`config.mk`:
```
export PLATFORM = sky130hd
export DESIGN_NAME = fmd_config_bank
export DESIGN_NICKNAME = d
export VERILOG_FILES = /design/src/hdl/fmd_pkg.sv /design/src/hdl/fmd_config_bank.sv
export SDC_FILE = /design/constraint.sdc
export NUM_CORES = 1
export LEC_CHECK = 0
export BUFFER_PORTS_ARGS = -buffer_cell sky130_fd_sc_hd__buf_2
export CAP_MARGIN = 25
export CORE_MARGIN = 2
export CORE_UTILIZATION = 43
export CTS_BUF_LIST = sky130_fd_sc_hd__clkbuf_16
export DETAILED_ROUTE_END_ITERATION = 10
export HOLD_SLACK_MARGIN = 0.02
export PLACE_DENSITY = 0.84
export RECOVER_POWER = 50
export SYNTH_ARGS = -nofsm -noshare
export SYNTH_HDL_FRONTEND = slang
export SYNTH_SLANG_ARGS = --single-unit
```
`constraint.sdc`:
```
create_clock -name i_mclk -period 2.5 [get_ports i_mclk]
set_clock_uncertainty 0.05 [all_clocks]
set_input_delay 0.375 -clock i_mclk [delete_from_list [all_inputs] [get_ports i_mclk]]
set_output_delay 0.375 -clock i_mclk [all_outputs]
set_load 0.01 [all_outputs]
```
`src/hdl/fmd_pkg.sv`:
```
/*
  fmd_pkg: register map, field positions, write masks and carrier structs
  for the fault-mask / dimming / fail-safe configuration bank.
  Assumes a 32-bit AXI4-Lite register bus and byte-wide registers in the
  low bits of each word.
*/
package fmd_pkg;

  // register indices as printed; byte address is index times four
  localparam logic [7:0] IDX_DEV_MASK  = 8'h7c;
  localparam logic [7:0] IDX_OUT_MASK  = 8'h7d;
  localparam logic [7:0] IDX_DIM_CFG   = 8'h7e;
  localparam logic [7:0] IDX_DIM_RSVD  = 8'h7f;
  localparam logic [7:0] IDX_FS_MAP_AB = 8'h80;
  localparam int         ADDR_W        = 10;
  localparam int         IDX_LSB       = 2;

  // writable bits of each register, and the read value of the reserved register
  localparam logic [7:0] WMASK_DEV  = 8'hfc;
  localparam logic [7:0] WMASK_OUT  = 8'h07;
  localparam logic [7:0] WMASK_DIM  = 8'hff;
  localparam logic [7:0] WMASK_FS   = 8'h33;
  localparam logic [7:0] DIM_RSVD_VAL = 8'h00;

  // device fault mask field positions
  localparam int B_SUP_LOW  = 7;
  localparam int B_SUP_UV   = 6;
  localparam int B_REF_PIN  = 5;
  localparam int B_PREWARN  = 4;
  localparam int B_TSD      = 3;
  localparam int B_NVM_CRC  = 2;
  // output fault mask field positions
  localparam int B_OPEN     = 2;
  localparam int B_SHORT    = 1;
  localparam int B_SLS      = 0;
  // dimming config field positions
  localparam int B_EXP      = 7;
  localparam int B_PHASE    = 6;
  localparam int B_TWELVE   = 5;
  localparam int B_PSAVE    = 4;
  localparam int B_FREQ_HI  = 3;
  localparam int B_FREQ_LO  = 0;
  // fail-safe map field positions
  localparam int B_FS_A0    = 0;
  localparam int B_FS_A1    = 1;
  localparam int B_FS_B0    = 4;
  localparam int B_FS_B1    = 5;

  localparam logic [1:0] RESP_OKAY   = 2'b00;
  localparam logic [1:0] RESP_SLVERR = 2'b10;

  // fault event groups, one bit per device source and one per channel for each output source
  typedef struct packed {
    logic supply_low;
    logic supply_uv;
    logic reference_pin;
    logic thermal_prewarn;
    logic thermal_shutdown;
    logic nvm_checksum;
  } fmd_dev_fault_type;

  typedef struct packed {
    logic [3:0] open_circuit;
    logic [3:0] short_circuit;
    logic [3:0] single_led_short;
  } fmd_out_fault_type;

  // nonvolatile copy of the writable registers
  typedef struct packed {
    logic [7:0] dev_mask;
    logic [7:0] out_mask;
    logic [7:0] dim_cfg;
    logic [7:0] fs_map;
  } fmd_nvm_type;

  typedef struct packed {
    logic       exponential_curve_enable;
    logic       phase_shift_enable;
    logic       twelve_bit_resolution_enable;
    logic       power_save_enable;
    logic [3:0] pwm_frequency_code;
  } fmd_dim_type;

endpackage

```
`src/hdl/fmd_config_bank.sv`:
```
/*
  fmd_config_bank: five byte-wide configuration registers behind an
  AXI4-Lite slave; fault-report masking, dimming options and fail-safe
  routing of the first four output channels.
  Assumes the nonvolatile copy is valid while reset is held, fault sources
  and fail-safe inputs are synchronous to i_mclk except the fail-safe pins.
*/
// Design decision made here: register access over AXI4-Lite.
`timescale 1ns/1ns
`default_nettype none

module fmd_config_bank (
  // clock and reset
  input  wire logic                        i_mclk,
  input  wire logic                        i_resetn,
  // nonvolatile copy
  input  wire fmd_pkg::fmd_nvm_type        i_nvm,
  // axi4-lite write address and data
  input  wire logic                        i_awvalid,
  output logic                             o_awready,
  input  wire logic [fmd_pkg::ADDR_W-1:0]  i_awaddr,
  input  wire logic [2:0]                  i_awprot,
  input  wire logic                        i_wvalid,
  output logic                             o_wready,
  input  wire logic [31:0]                 i_wdata,
  input  wire logic [3:0]                  i_wstrb,
  // axi4-lite write response
  output logic                             o_bvalid,
  input  wire logic                        i_bready,
  output logic [1:0]                       o_bresp,
  // axi4-lite read
  input  wire logic                        i_arvalid,
  output logic                             o_arready,
  input  wire logic [fmd_pkg::ADDR_W-1:0]  i_araddr,
  input  wire logic [2:0]                  i_arprot,
  output logic                             o_rvalid,
  input  wire logic                        i_rready,
  output logic [31:0]                      o_rdata,
  output logic [1:0]                       o_rresp,
  // raw fault events
  input  wire fmd_pkg::fmd_dev_fault_type  i_dev_fault,
  input  wire fmd_pkg::fmd_out_fault_type  i_out_fault,
  // fault reports after masking
  output fmd_pkg::fmd_dev_fault_type       o_dev_report,
  output fmd_pkg::fmd_out_fault_type       o_out_report,
  // dimming options
  output fmd_pkg::fmd_dim_type             o_dim,
  // fail-safe routing
  input  wire logic                        i_failsafe_state,
  input  wire logic                        i_failsafe_input_0,
  input  wire logic                        i_failsafe_input_1,
  output logic                             o_group_a_output_0,
  output logic                             o_group_a_output_1,
  output logic                             o_group_b_output_0,
  output logic                             o_group_b_output_1
);

  typedef struct packed {
    logic [7:0]                 dev_mask;
    logic [7:0]                 out_mask;
    logic [7:0]                 dim_cfg;
    logic [7:0]                 fs_map;
    logic                       aw_held;
    logic [fmd_pkg::ADDR_W-1:0] aw_addr;
    logic                       w_held;
    logic [31:0]                w_data;
    logic                       w_strb0;
    logic                       bvalid;
    logic [1:0]                 bresp;
    logic                       rvalid;
    logic [31:0]                rdata;
    logic [1:0]                 rresp;
    logic [1:0]                 fs0_sync;
    logic [1:0]                 fs1_sync;
    logic                       fs_state_q;
    logic [3:0]                 fs_out;
  } fmd_state_type;

  fmd_state_type state;
  fmd_state_type next_state;

  logic [7:0] wr_idx;
  logic [7:0] rd_idx;
  logic       wr_fire;
  logic [7:0] wbyte;
  logic       fs0;
  logic       fs1;

  assign wr_idx = 8'(state.aw_addr >> fmd_pkg::IDX_LSB);
  assign rd_idx = 8'(i_araddr >> fmd_pkg::IDX_LSB);
  assign wbyte  = state.w_data[7:0];

  // both halves held and the response slot free
  assign wr_fire = state.aw_held && state.w_held && !state.bvalid;

  assign o_awready = !state.aw_held;
  assign o_wready  = !state.w_held;
  assign o_arready = !state.rvalid;
  assign o_bvalid  = state.bvalid;
  assign o_bresp   = state.bresp;
  assign o_rvalid  = state.rvalid;
  assign o_rdata   = state.rdata;
  assign o_rresp   = state.rresp;

  // only the second synchroniser stage is read
  assign fs0 = state.fs0_sync[1];
  assign fs1 = state.fs1_sync[1];

  always_comb begin
    next_state = state;

    // address and data may arrive in either order
    if (i_awvalid && !state.aw_held) begin
      next_state.aw_held = 1'b1;
      next_state.aw_addr = i_awaddr;
    end
    if (i_wvalid && !state.w_held) begin
      next_state.w_held  = 1'b1;
      next_state.w_data  = i_wdata;
      next_state.w_strb0 = i_wstrb[0];
    end

    if (wr_fire) begin
      next_state.aw_held = 1'b0;
      next_state.w_held  = 1'b0;
      next_state.bvalid  = 1'b1;
      next_state.bresp   = fmd_pkg::RESP_OKAY;
      case (wr_idx)
        fmd_pkg::IDX_DEV_MASK: begin
          if (state.w_strb0) begin
            next_state.dev_mask = wbyte & fmd_pkg::WMASK_DEV;
          end
        end
        fmd_pkg::IDX_OUT_MASK: begin
          if (state.w_strb0) begin
            next_state.out_mask = wbyte & fmd_pkg::WMASK_OUT;
          end
        end
        fmd_pkg::IDX_DIM_CFG: begin
          if (state.w_strb0) begin
            next_state.dim_cfg = wbyte & fmd_pkg::WMASK_DIM;
          end
        end
        fmd_pkg::IDX_DIM_RSVD: begin
          next_state.bresp = fmd_pkg::RESP_OKAY; // write dropped
        end
        fmd_pkg::IDX_FS_MAP_AB: begin
          if (state.w_strb0) begin
            next_state.fs_map = wbyte & fmd_pkg::WMASK_FS;
          end
        end
        default: begin
          next_state.bresp = fmd_pkg::RESP_SLVERR;
        end
      endcase
    end
    if (state.bvalid && i_bready) begin
      next_state.bvalid = 1'b0;
    end

    if (i_arvalid && !state.rvalid) begin
      next_state.rvalid = 1'b1;
      next_state.rresp  = fmd_pkg::RESP_OKAY;
      next_state.rdata  = 32'h0000_0000;
      case (rd_idx)
        fmd_pkg::IDX_DEV_MASK: begin
          next_state.rdata[7:0] = state.dev_mask;
        end
        fmd_pkg::IDX_OUT_MASK: begin
          next_state.rdata[7:0] = state.out_mask;
        end
        fmd_pkg::IDX_DIM_CFG: begin
          next_state.rdata[7:0] = state.dim_cfg;
        end
        fmd_pkg::IDX_DIM_RSVD: begin
          next_state.rdata[7:0] = fmd_pkg::DIM_RSVD_VAL;
        end
        fmd_pkg::IDX_FS_MAP_AB: begin
          next_state.rdata[7:0] = state.fs_map;
        end
        default: begin
          next_state.rresp = fmd_pkg::RESP_SLVERR;
        end
      endcase
    end else if (state.rvalid && i_rready) begin
      next_state.rvalid = 1'b0;
    end

    next_state.fs0_sync   = {state.fs0_sync[0], i_failsafe_input_0};
    next_state.fs1_sync   = {state.fs1_sync[0], i_failsafe_input_1};
    next_state.fs_state_q = i_failsafe_state;

    // outputs follow the mapped input only in fail-safe state
    if (state.fs_state_q) begin
      next_state.fs_out[0] = state.fs_map[fmd_pkg::B_FS_A0] ? fs1 : fs0;
      next_state.fs_out[1] = state.fs_map[fmd_pkg::B_FS_A1] ? fs1 : fs0;
      next_state.fs_out[2] = state.fs_map[fmd_pkg::B_FS_B0] ? fs1 : fs0;
      next_state.fs_out[3] = state.fs_map[fmd_pkg::B_FS_B1] ? fs1 : fs0;
    end else begin
      next_state.fs_out = 4'h0;
    end
  end

  always_ff @(posedge i_mclk) begin
    if (!i_resetn) begin
      state          <= '0;
      // reload from the nonvolatile copy each reset cycle
      state.dev_mask <= i_nvm.dev_mask & fmd_pkg::WMASK_DEV;
      state.out_mask <= i_nvm.out_mask & fmd_pkg::WMASK_OUT;
      state.dim_cfg  <= i_nvm.dim_cfg & fmd_pkg::WMASK_DIM;
      state.fs_map   <= i_nvm.fs_map & fmd_pkg::WMASK_FS;
    end else begin
      state <= next_state;
    end
  end

  // masking is combinational so a mask write acts in the next cycle
  always_comb begin
    o_dev_report.supply_low       = i_dev_fault.supply_low
                                    & ~state.dev_mask[fmd_pkg::B_SUP_LOW];
    o_dev_report.supply_uv        = i_dev_fault.supply_uv
                                    & ~state.dev_mask[fmd_pkg::B_SUP_UV];
    o_dev_report.reference_pin    = i_dev_fault.reference_pin
                                    & ~state.dev_mask[fmd_pkg::B_REF_PIN];
    o_dev_report.thermal_prewarn  = i_dev_fault.thermal_prewarn
                                    & ~state.dev_mask[fmd_pkg::B_PREWARN];
    o_dev_report.thermal_shutdown = i_dev_fault.thermal_shutdown
                                    & ~state.dev_mask[fmd_pkg::B_TSD];
    o_dev_report.nvm_checksum     = i_dev_fault.nvm_checksum
                                    & ~state.dev_mask[fmd_pkg::B_NVM_CRC];
    o_out_report.open_circuit     = i_out_fault.open_circuit
                                    & {4{~state.out_mask[fmd_pkg::B_OPEN]}};
    o_out_report.short_circuit    = i_out_fault.short_circuit
                                    & {4{~state.out_mask[fmd_pkg::B_SHORT]}};
    o_out_report.single_led_short = i_out_fault.single_led_short
                                    & {4{~state.out_mask[fmd_pkg::B_SLS]}};
  end

  always_comb begin
    o_dim.exponential_curve_enable     = state.dim_cfg[fmd_pkg::B_EXP];
    o_dim.phase_shift_enable           = state.dim_cfg[fmd_pkg::B_PHASE];
    o_dim.twelve_bit_resolution_enable = state.dim_cfg[fmd_pkg::B_TWELVE];
    o_dim.power_save_enable            = state.dim_cfg[fmd_pkg::B_PSAVE];
    o_dim.pwm_frequency_code           =
      state.dim_cfg[fmd_pkg::B_FREQ_HI:fmd_pkg::B_FREQ_LO];
  end

  assign o_group_a_output_0 = state.fs_out[0];
  assign o_group_a_output_1 = state.fs_out[1];
  assign o_group_b_output_0 = state.fs_out[2];
  assign o_group_b_output_1 = state.fs_out[3];

  logic unused_prot;
  assign unused_prot = ^{i_awprot, i_arprot, state.w_data[31:8]};

endmodule

`default_nettype wire

```
# Word level (Yosys, flattened, before mapping)

Index checks and enable logic that the tools add are counted.

Bits in registers: 89
Latch bits: 0
Bits in writable memories: 0
Memory bits (read-only): 0
Bits of input ports: 122
Output and inout bits: 71
Word-level logic and storage cells: 100
Memories: 0

Add/sub/neg operators: 0
$mul: 0
Div/mod/pow operators: 0
Magnitude comparators: 0
Equality and inequality tests: 16
Shift operators: 0
Multiplexer cells: 26
Bitwise gates (word level): 19
Reductions and logical operators: 21

Operators with widths:

| kind                                                            | number |
|---|---|
| 124-bit two-way mux                                             | 1 |
| 8-bit by 7-bit == test with 1-bit output, second input constant | 8 |
| 8-bit two-way mux                                               | 5 |
| 34-bit two-way mux                                              | 1 |
| 33-bit two-way mux                                              | 1 |
| 8-bit one-hot mux with 4 select lines                           | 1 |
| 8-bit == test, second input constant                            | 2 |
| 4-bit bitwise AND                                               | 3 |
| 6-bit two-way mux                                               | 2 |
| 2-bit by 1-bit != test with 1-bit output, second input constant | 6 |
| 3-bit AND reduction                                             | 4 |
| 11-bit two-way mux                                              | 1 |
| 10-bit two-way mux                                              | 1 |
| 1-bit NOT                                                       | 10 |
| 5-bit OR reduction                                              | 2 |
| 1-bit two-way mux                                               | 8 |
| 1-bit logical AND                                               | 7 |
| 1-bit bitwise AND                                               | 6 |
| 3-bit two-way mux                                               | 2 |
| 1-bit logical NOT                                               | 4 |
| 2-bit two-way mux                                               | 2 |
| 4-bit two-way mux                                               | 1 |
| 2-bit OR reduction                                              | 2 |
| 2-bit AND reduction                                             | 1 |
| 2-bit nonzero test                                              | 1 |

# Logic depth before layout (Yosys ltp)

Gate-level depths: netlist of the first run.

Word-level depth: 6
Mapped depth: 6

# Worst setup path before layout of the first run

Ideal clock, no wire load.

Kind: register to register
Start point: reg state, in the netlist o_bvalid
End point: reg state, in the netlist o_dim[0], enable pin
Library setup time: 0.384 ns
Data arrival time: 1.374 ns
Required time: 2.066 ns
Setup slack: 0.692 ns
Cell stages (with the launch flop): 4
Cell sequence: dfxtp_1 -> and3b_1 -> nand3_1 -> o21ai_0

Longest elaborated chain between the ends: 4

Ends and longest elaborated chain:

| item                                               | RTL line               | text |
|---|---|---|
| from (decl)                                        | fmd_config_bank.sv:79  | `fmd_state_type state;` |
| from (signal assigned)                             | fmd_config_bank.sv:213 | `state <= next_state;` |
| 1-bit logical NOT                                  | fmd_config_bank.sv:94  | `assign wr_fire = state.aw_held && state.w_held && !state.bvalid;` |
| 1-bit logical AND                                  | fmd_config_bank.sv:94  |  |
| 2-bit by 1-bit != test with 1-bit output (no line) | --                     |  |
| 3-bit AND reduction (no line)                      | --                     |  |

Every way passes these cells.
A chain may end at the register's enable or synchronous reset.

# Worst setup path in the final report of the first run

Start point: in i_resetn
End point: reg state[93] (netlist bit), enable pin

Longest elaborated chain between the ends: 2

Ends and longest elaborated chain:

| item                                               | RTL line              | text |
|---|---|---|
| from (decl)                                        | fmd_config_bank.sv:15 | `input wire logic i_resetn,` |
| 2-bit by 1-bit != test with 1-bit output (no line) | --                    |  |
| 3-bit AND reduction (no line) *                    | --                    |  |

Every way passes the cells marked *; elsewhere a longest branch is shown, timed or not.

==> parameters.txt, run 1 <==
Parameter                              Value

Setup path
  Reg2reg end    state[93]
  Critical path endpoint category    flip-flop
  Family of cells with the greatest summed delay on the critical path    buffers and inverters
  R2R cell count    3
  Critical Path Fanout Max    32
  Origin of the critical flop-to-flop path    state[84]
  Kind of start point of the critical path    input pin
  Cell-by-cell trace of the critical path    clkbuf_1 > o21ai_0
  Critical path's slowest cell    sky130_fd_sc_hd__clkbuf_1
  Number of buffers and inverters on the critical path    1
  Crit Path Category    input pin to flip-flop
  Data arrival at the endpoint of the critical path    about 1.7 ns
  Stage delay of the slowest cell on the critical path    between 0.8 and 0.9 ns
  Register-to-register path setup slack    0.76 ns
  Required time at the worst-slack endpoint    2.39 ns

STA
  Total negative slack for setup checks    0 ns
  Share of the clock period used by the worst path    0.736
  Count of pins over their slew limit    0
  Count of endpoints failing setup in the final report    0
  Worst Tran Pin Value    ~1.2 ns
  Unrepaired setup endpoints after global routing    no
  Count of endpoints failing hold in the final timing report    0
  Maximum clock rate    0.543 GHz
  Worst slew margin    0.225
  Clock period minus worst slack    roughly 1.8 ns

Clocking
  Number of gates resized after cts    0
  Number of post-CTS setup repair buffers    0
  Clock Pin Slew Worst Setup and Hold Paths    around 0.050 ns
  Worst-Skew Late Latency    0.32 ns
  Buffer type at the clock tree root    sky130_fd_sc_hd__clkbuf_16
  CTS H-Tree Depth    3
  Max Buffers Root-to-Sink    2
  TritonCTS clock tree    yes
  Total CTS buffers    9
  # clock sinks    61
  CTS hold repair buffers    0

Floorplanning
  Height of the die    slightly below 90 um
  Row count    30
  Die X    88.4 um
  Starting density of the core    0.449
  Die area    approximately 7800 sq um
  I/O pin count    193
  Placeable core area    about 6800 sq um

Run
  Maximum capacitance violations    0

Pwr
  Pwr per Cell Area    ~750 nW/um^2
  Static Leakage    ~0.0018 uW
  Total Power    2880 uW
  Worst voltage drop across the vdd grid    approximately 490 uV

Synth
  Multiplexer share of the synthesized area    0.0555
  Synthesized instance count    between 300 and 400
  Complex-gate fraction of the synthesized area    0.125
  Number of enable flip-flop cells after synthesis    21
  Post-synth top flop    sky130_fd_sc_hd__dfxtp_1
  Portion of the post-synthesis area used by sequential elements    0.467
  Post-synth ARST share    0
  XOR/XNOR share of the synthesized area    0
  Synth top area cells    sky130_fd_sc_hd__dfxtp_1 (26%), sky130_fd_sc_hd__edfxtp_1 (21%), sky130_fd_sc_hd__buf_4 (11%)
  Yosys synthesis warning count    0
  Post-synthesis share of cell area spent on and, or, nand and nor gates    0.191
  Most frequent cells after synthesis    sky130_fd_sc_hd__buf_4 (44), sky130_fd_sc_hd__dfxtp_1 (40), sky130_fd_sc_hd__nand2_1 (40)
  FF+latch count, synth    just over 60
  Post-synthesis share of cell area spent on full adders, half adders and majority gates    0
  Post-synthesis instance area    just over 3000 sq um
  Cell type with the largest total area after synthesis    sky130_fd_sc_hd__dfxtp_1
  Synthesized area per cell    9.40 sq um
  Combinational family with the most area after synthesis    simple AND/OR/NAND/NOR gates
  Area fraction of the dominant cell type after synthesis    0.261
  Most common cell in the netlist    sky130_fd_sc_hd__buf_4
  Distinct cells, synth    39

Min path
  Terminating pin of the worst hold path    next_state[8]
  Hold Crit Depth    2
  Hold Path Class    input pin to flip-flop
  Worst hold start    i_failsafe_input_0

Route
  Via count of the routed design    2388
  Overall routed net length    between 6 and 7 mm
  DR DRC count    0
  Post-detailed-route count of antenna-violating nets    0
  Detailed router's first-iteration violation count    54
  Initial DRT Pass Iterations    4
  Average wire per standard cell    approximately 13 um
  Via density    4.52

Layout
  Final std cells w/o fill    between 500 and 600
  Final net count    ~550
  Area used by sequential logic in the layout    approximately 1400 sq um
  Antenna Cells    0
  Area Growth Syn to Fin    24.9%
  Fillcell total    642
  Final Util    0.560
  Share of post-route cells with drive strength above 1    0.269
  Total area of multi-input combinational cells    between 1000 and 1500 sq um

Place
  Instance count after placement with tap cells included    512
  Port-buffer cells    ~120
  Final weighted congestion of routability-driven global placement    about 0.76
  Post-detailed-placement half-perimeter wirelength    5.42 mm

Outcome
  Status    finished, final reports clean

Global route
  Initial antenna violation count    0
  Maximum number of pins on one net before global-route repair    33
  Global route overflow    0
  Overall routing resource usage    0.175
  First-pass GRT wire length    ~10 mm
  Via count of the first global-routing pass    around 2300
==> metal layers <==
metal | global-route usage | routed length (um)
met1 | 0.195 | 2770
met2 | 0.312 | 3480
met4 | 0.0496 | 53
met5 | 0 | 0
met3 | 0.0653 | 523
==> where the power goes <==
| part | switching (uW) | internal, uW |
|---|---|---|
| registers | 36.3 | 1080 |
| logic | 152 | 122 |
| clock network | 416 | 1070 |
==> metrics by stage <==
stage	hold slack, ns	worst slack [ns]	area, sq um
after floorplan	0.362	0.692	3160
after global placement	0.373	0.837	3500
after CTS	0.199	0.737	3860
final	0.209	0.660	3830
after global routing	0.210	0.492	3830
after detailed placement	0.379	0.749	3500
==> cell type report <==
| type | count | area share |
|---|---|---|
| flip-flops and latches | 61 | 0.374 |
| multi-input cells | 208 | 0.323 |
| repair buffers | 122 | 0.152 |
| clock buffers | 9 | 0.0588 |
| clock inverters | 7 | 0.0360 |
| well taps | 96 | 0.0314 |
| inverters | 25 | 0.0245 |
==> flip-flops by register name (all words and copies together) (netlist names) <==
| name | count |
|---|---|
| state | 33 |
| o_dim | 8 |
| o_rdata | 8 |
| next_state | 2 |
| fs0 | 1 |
| fs1 | 1 |
| o_bresp | 1 |
| o_bvalid | 1 |
| o_group_a_output_0 | 1 |
| o_group_a_output_1 | 1 |
| o_group_b_output_0 | 1 |
| o_group_b_output_1 | 1 |
| o_rresp | 1 |
| o_rvalid | 1 |
==> cell families after synthesis <==
logic type | count (synthesis)
other | 1
buffers and inverters | 82
and+or+nand+nor | 110
DFF | 61
muxes | 17
AOI/OAI and AO/OA | 55
==> how the worst max path moves through the flow <==
| stage | to | cells after the start | slack [ns] | start |
|---|---|---|---|---|
| floorplan | o_dim[0] | 3 | 0.69 | o_bvalid |
| global placement | state[96] | 3 | 0.84 | state[84] |
| detailed placement | state[93] | 3 | 0.75 | state[84] |
| CTS | state[93] | 3 | 0.74 | state[84] |
| global route | state[93] | 2 | 0.49 | i_resetn |
| finish | state[93] | 2 | 0.66 | i_resetn |
==> cells in the final DEF (no fill, tap or decap), types with 3 or more instances in the layout <==
cell type and n:
sky130_fd_sc_hd__clkbuf_16 9, sky130_fd_sc_hd__nand2b_1 3, sky130_fd_sc_hd__and2_1 7, sky130_fd_sc_hd__bufinv_16 4
sky130_fd_sc_hd__nand3b_1 3, sky130_fd_sc_hd__a32o_2 4, sky130_fd_sc_hd__conb_1 26, sky130_fd_sc_hd__o21ai_1 21
sky130_fd_sc_hd__a21boi_0 12, sky130_fd_sc_hd__clkbuf_1 28, sky130_fd_sc_hd__mux2i_1 17, sky130_fd_sc_hd__inv_1 25
sky130_fd_sc_hd__o21ai_0 3, sky130_fd_sc_hd__nor2_1 10, sky130_fd_sc_hd__o2bb2ai_1 5, sky130_fd_sc_hd__dfxtp_1 40
sky130_fd_sc_hd__o31ai_1 4, sky130_fd_sc_hd__buf_4 3, sky130_fd_sc_hd__nor2b_1 31, sky130_fd_sc_hd__nand2_1 40
sky130_fd_sc_hd__edfxtp_1 21, sky130_fd_sc_hd__buf_2 91
Power figures use the tool's default switching activity.
==> inputs of run 2 (changes only) <==
==> constraint.sdc (replaced) <==
create_clock -name i_mclk -period 1.7 [get_ports i_mclk]
set_clock_uncertainty 0.05 [all_clocks]
set_input_delay 0.255 -clock i_mclk [delete_from_list [all_inputs] [get_ports i_mclk]]
set_output_delay 0.255 -clock i_mclk [all_outputs]
set_load 0.01 [all_outputs]
==> run 2 against run 1 <==
  * Wire length up 0.26%
  * Flip-flop and latch count unchanged
  * Die area unchanged
  * Utilization down 0.35 points
  * Sequential power up 47%
  * Global-route usage up 0.67 points
  * Via count up 1.3%
  * Setup slack worse by 0.55 ns
  * Sequential share of layout area up 0.23 points
  * Register-to-register slack worse by 0.65 ns
  * Clock-buffer cell count unchanged
==> parameters.txt, run 2 (same netlist as run 1, synthesis figures left out) <==
Parameter                              Value

Setup path
  Worst setup endpoint    state[122]
  R2R cell count    4 (+1)
  Critical path endpoint category    flip-flop
  Launching instance or port of the critical path    state[80]
  Register-to-register path setup slack    0.11 ns (-0.65 ns)
  Kind of start point of the critical path    flip-flop
  Data arrival at the endpoint of the critical path    1.57 ns (-0.16 ns)
  Reg2reg end    state[122]
  Crit Path Category    flip-flop to flip-flop
  Required time at the worst-slack endpoint    1.68 ns (-0.71 ns)
  Critical Path Fanout Max    6 (-81%)
  Origin of the critical flop-to-flop path    state[80]

Clocking
  Max Buffers Root-to-Sink    2 (unchanged)
  # clock sinks    61 (unchanged)
  TritonCTS clock tree    yes
  Total CTS buffers    9 (unchanged)
  Clock Pin Slew Worst Setup and Hold Paths    0.05 ns (about the same)
  Buffer type at the clock tree root    sky130_fd_sc_hd__clkbuf_16
  Number of gates resized after cts    1 (+1)
  CTS H-Tree Depth    3 (unchanged)
  CTS hold repair buffers    0 (unchanged)
  Number of post-CTS setup repair buffers    0 (unchanged)
  Worst-Skew Late Latency    0.32 ns (about the same)

STA
  Maximum clock rate    between 0.6 and 0.7 GHz
  Worst slew margin    0.617 (+0.392)
  Count of pins over their slew limit    0 (unchanged)
  Share of the clock period used by the worst path    0.935
  Total negative slack for setup checks    0 ns (unchanged)
  Count of endpoints failing setup in the final report    0 (unchanged)
  Clock period minus worst slack    approximately 1.6 ns
  Count of endpoints failing hold in the final timing report    0 (unchanged)
  Worst Tran Pin Value    0.575 ns (-0.588 ns)
  Unrepaired setup endpoints after global routing    no

Route
  Via count of the routed design    2418 (+1.3%)
  DR DRC count    0 (unchanged)
  Detailed router's first-iteration violation count    41 (-24%)
  Post-detailed-route count of antenna-violating nets    0 (unchanged)
  Initial DRT Pass Iterations    4 (unchanged)
  Overall routed net length    6.84 mm (+0.26%)
  Via density    4.55 (+0.49%)
  Average wire per standard cell    12.9 um (-0.49%)

Place
  Final weighted congestion of routability-driven global placement    0.776 (+2.6%)
  Instance count after placement with tap cells included    516 (+0.78%)
  Post-detailed-placement half-perimeter wirelength    5.45 mm (+0.54%)
  Port-buffer cells    118 (unchanged)
  Placed Area    3550 sq um (+1.4%)

Layout
  Antenna Cells    0 (unchanged)
  Final standard cell area without fillers    3800 sq um (-0.62%)
  Area Growth Syn to Fin    24.1%
  Highest-count cells in the layout ignoring fill and taps    sky130_fd_sc_hd__buf_2 (88), sky130_fd_sc_hd__nand2_1 (40), sky130_fd_sc_hd__dfxtp_1 (40)
  Number of flip-flops under the largest register name    33 (unchanged)
  Leading cell type in the layout, fill and taps excluded    sky130_fd_sc_hd__buf_2
  Largest register by flop count    state
  Share of post-route cells with drive strength above 1    0.271 (+0.00212)
  Final net count    553 (+0.73%)
  Final std cells w/o fill    532 (+0.76%)

Floorplanning
  Die X    88.4 um (unchanged)
  Row count    30 (unchanged)
  Die area    7820 sq um (unchanged)
  Height of the die    88.4 um (unchanged)
  I/O pin count    193 (unchanged)
  Placeable core area    6830 sq um (unchanged)
  Starting density of the core    0.449 (unchanged)

Pwr
  Worst voltage drop across the vdd grid    594 uV (+22%)
  Static Leakage    0.00176 uW (+0.27%)
  Pwr per Cell Area    1030 nW/um^2 (+37%)

Global route
  Global route overflow    0 (unchanged)
  Overall routing resource usage    0.182 (+0.00671)
  Initial antenna violation count    0 (unchanged)
  Via count of the first global-routing pass    2369 (+4.9%)
  First-pass GRT wire length    10.7 mm (+4.0%)
  Maximum number of pins on one net before global-route repair    33 (unchanged)

Outcome
  Status    finished, final reports clean

Run
  Maximum capacitance violations    0 (unchanged)

Min path
  Hold Path Class    input pin to flip-flop
==> run 2: changes by cell type in the layout (fill, tap and decap cells not counted), moves of 2 or more <==
cell / delta
sky130_fd_sc_hd__a21boi_0: -7
sky130_fd_sc_hd__a21boi_1: +7
sky130_fd_sc_hd__buf_2: -3
sky130_fd_sc_hd__buf_4: +3
sky130_fd_sc_hd__bufinv_16: -2
sky130_fd_sc_hd__clkbuf_1: +2
sky130_fd_sc_hd__clkbuf_2: +2
sky130_fd_sc_hd__clkinv_1: +2
==> run 2: worst min path at each step <==
stage / from / end / slack, ns / cells past startpoint
global placement: next_state[6] / fs1 / 0.37 / 1
detailed placement: next_state[8] / fs0 / 0.37 / 1
finish: i_failsafe_state / state[4] / 0.09 / 2
floorplan: i_wvalid / state[80] / 0.32 / 2
CTS: i_failsafe_state / state[4] / 0.09 / 2
global route: i_failsafe_input_1 / next_state[6] / 0.1 / 2
==> run 2: metrics by stage <==
step | total power, uW | hold slack, ns | util | setup slack, ns
2_1_floorplan | 1960 | 0.321 | - | 0.0922
3_5_place_dp | 2100 | 0.369 | 0.520 | 0.100
4_1_cts | 3980 | 0.0882 | 0.565 | 0.0456
5_1_grt | 4080 | 0.0954 | 0.557 | 0.00120
3_3_place_gp | 2090 | 0.368 | 0.520 | 0.155
6_report | 3930 | 0.0934 | 0.557 | 0.111
==> run 2: metal layers <==
layer  global-route usage  wire length (um)  vias up
met5                    0                 0        -
met4               0.0854               144        0
met3               0.0392               438       16
met2                0.311              3320      102
met1                0.217              2940     1078
li1                     -                 -     1222
==> run 2: worst max-delay path, stage by stage, from the launching register on <==
cell,delay (ns)
sky130_fd_sc_hd__dfxtp_1,0.39
sky130_fd_sc_hd__and3b_1,0.28
sky130_fd_sc_hd__nand3_2,0.14
sky130_fd_sc_hd__o31ai_2,0.23
sky130_fd_sc_hd__buf_4,0.21
==> run 2: report_power, final <==
group          internal (uW)  switching [uW]
logic                    185             227
clock network           1260             608
registers               1590            55.8
total                   3040             891
==> run 2: cell type report <==
cell class                      instances  area (sq um)
Sequential cell                        61          1430
Clock inverter                          7          81.3
Tap cell                               96           120
Clock buffer                            9           225
Timing Repair Buffer                  126           608
Inverter                               25          93.8
Multi-Input combinational cell        208          1240
Fill cell                             638          3030
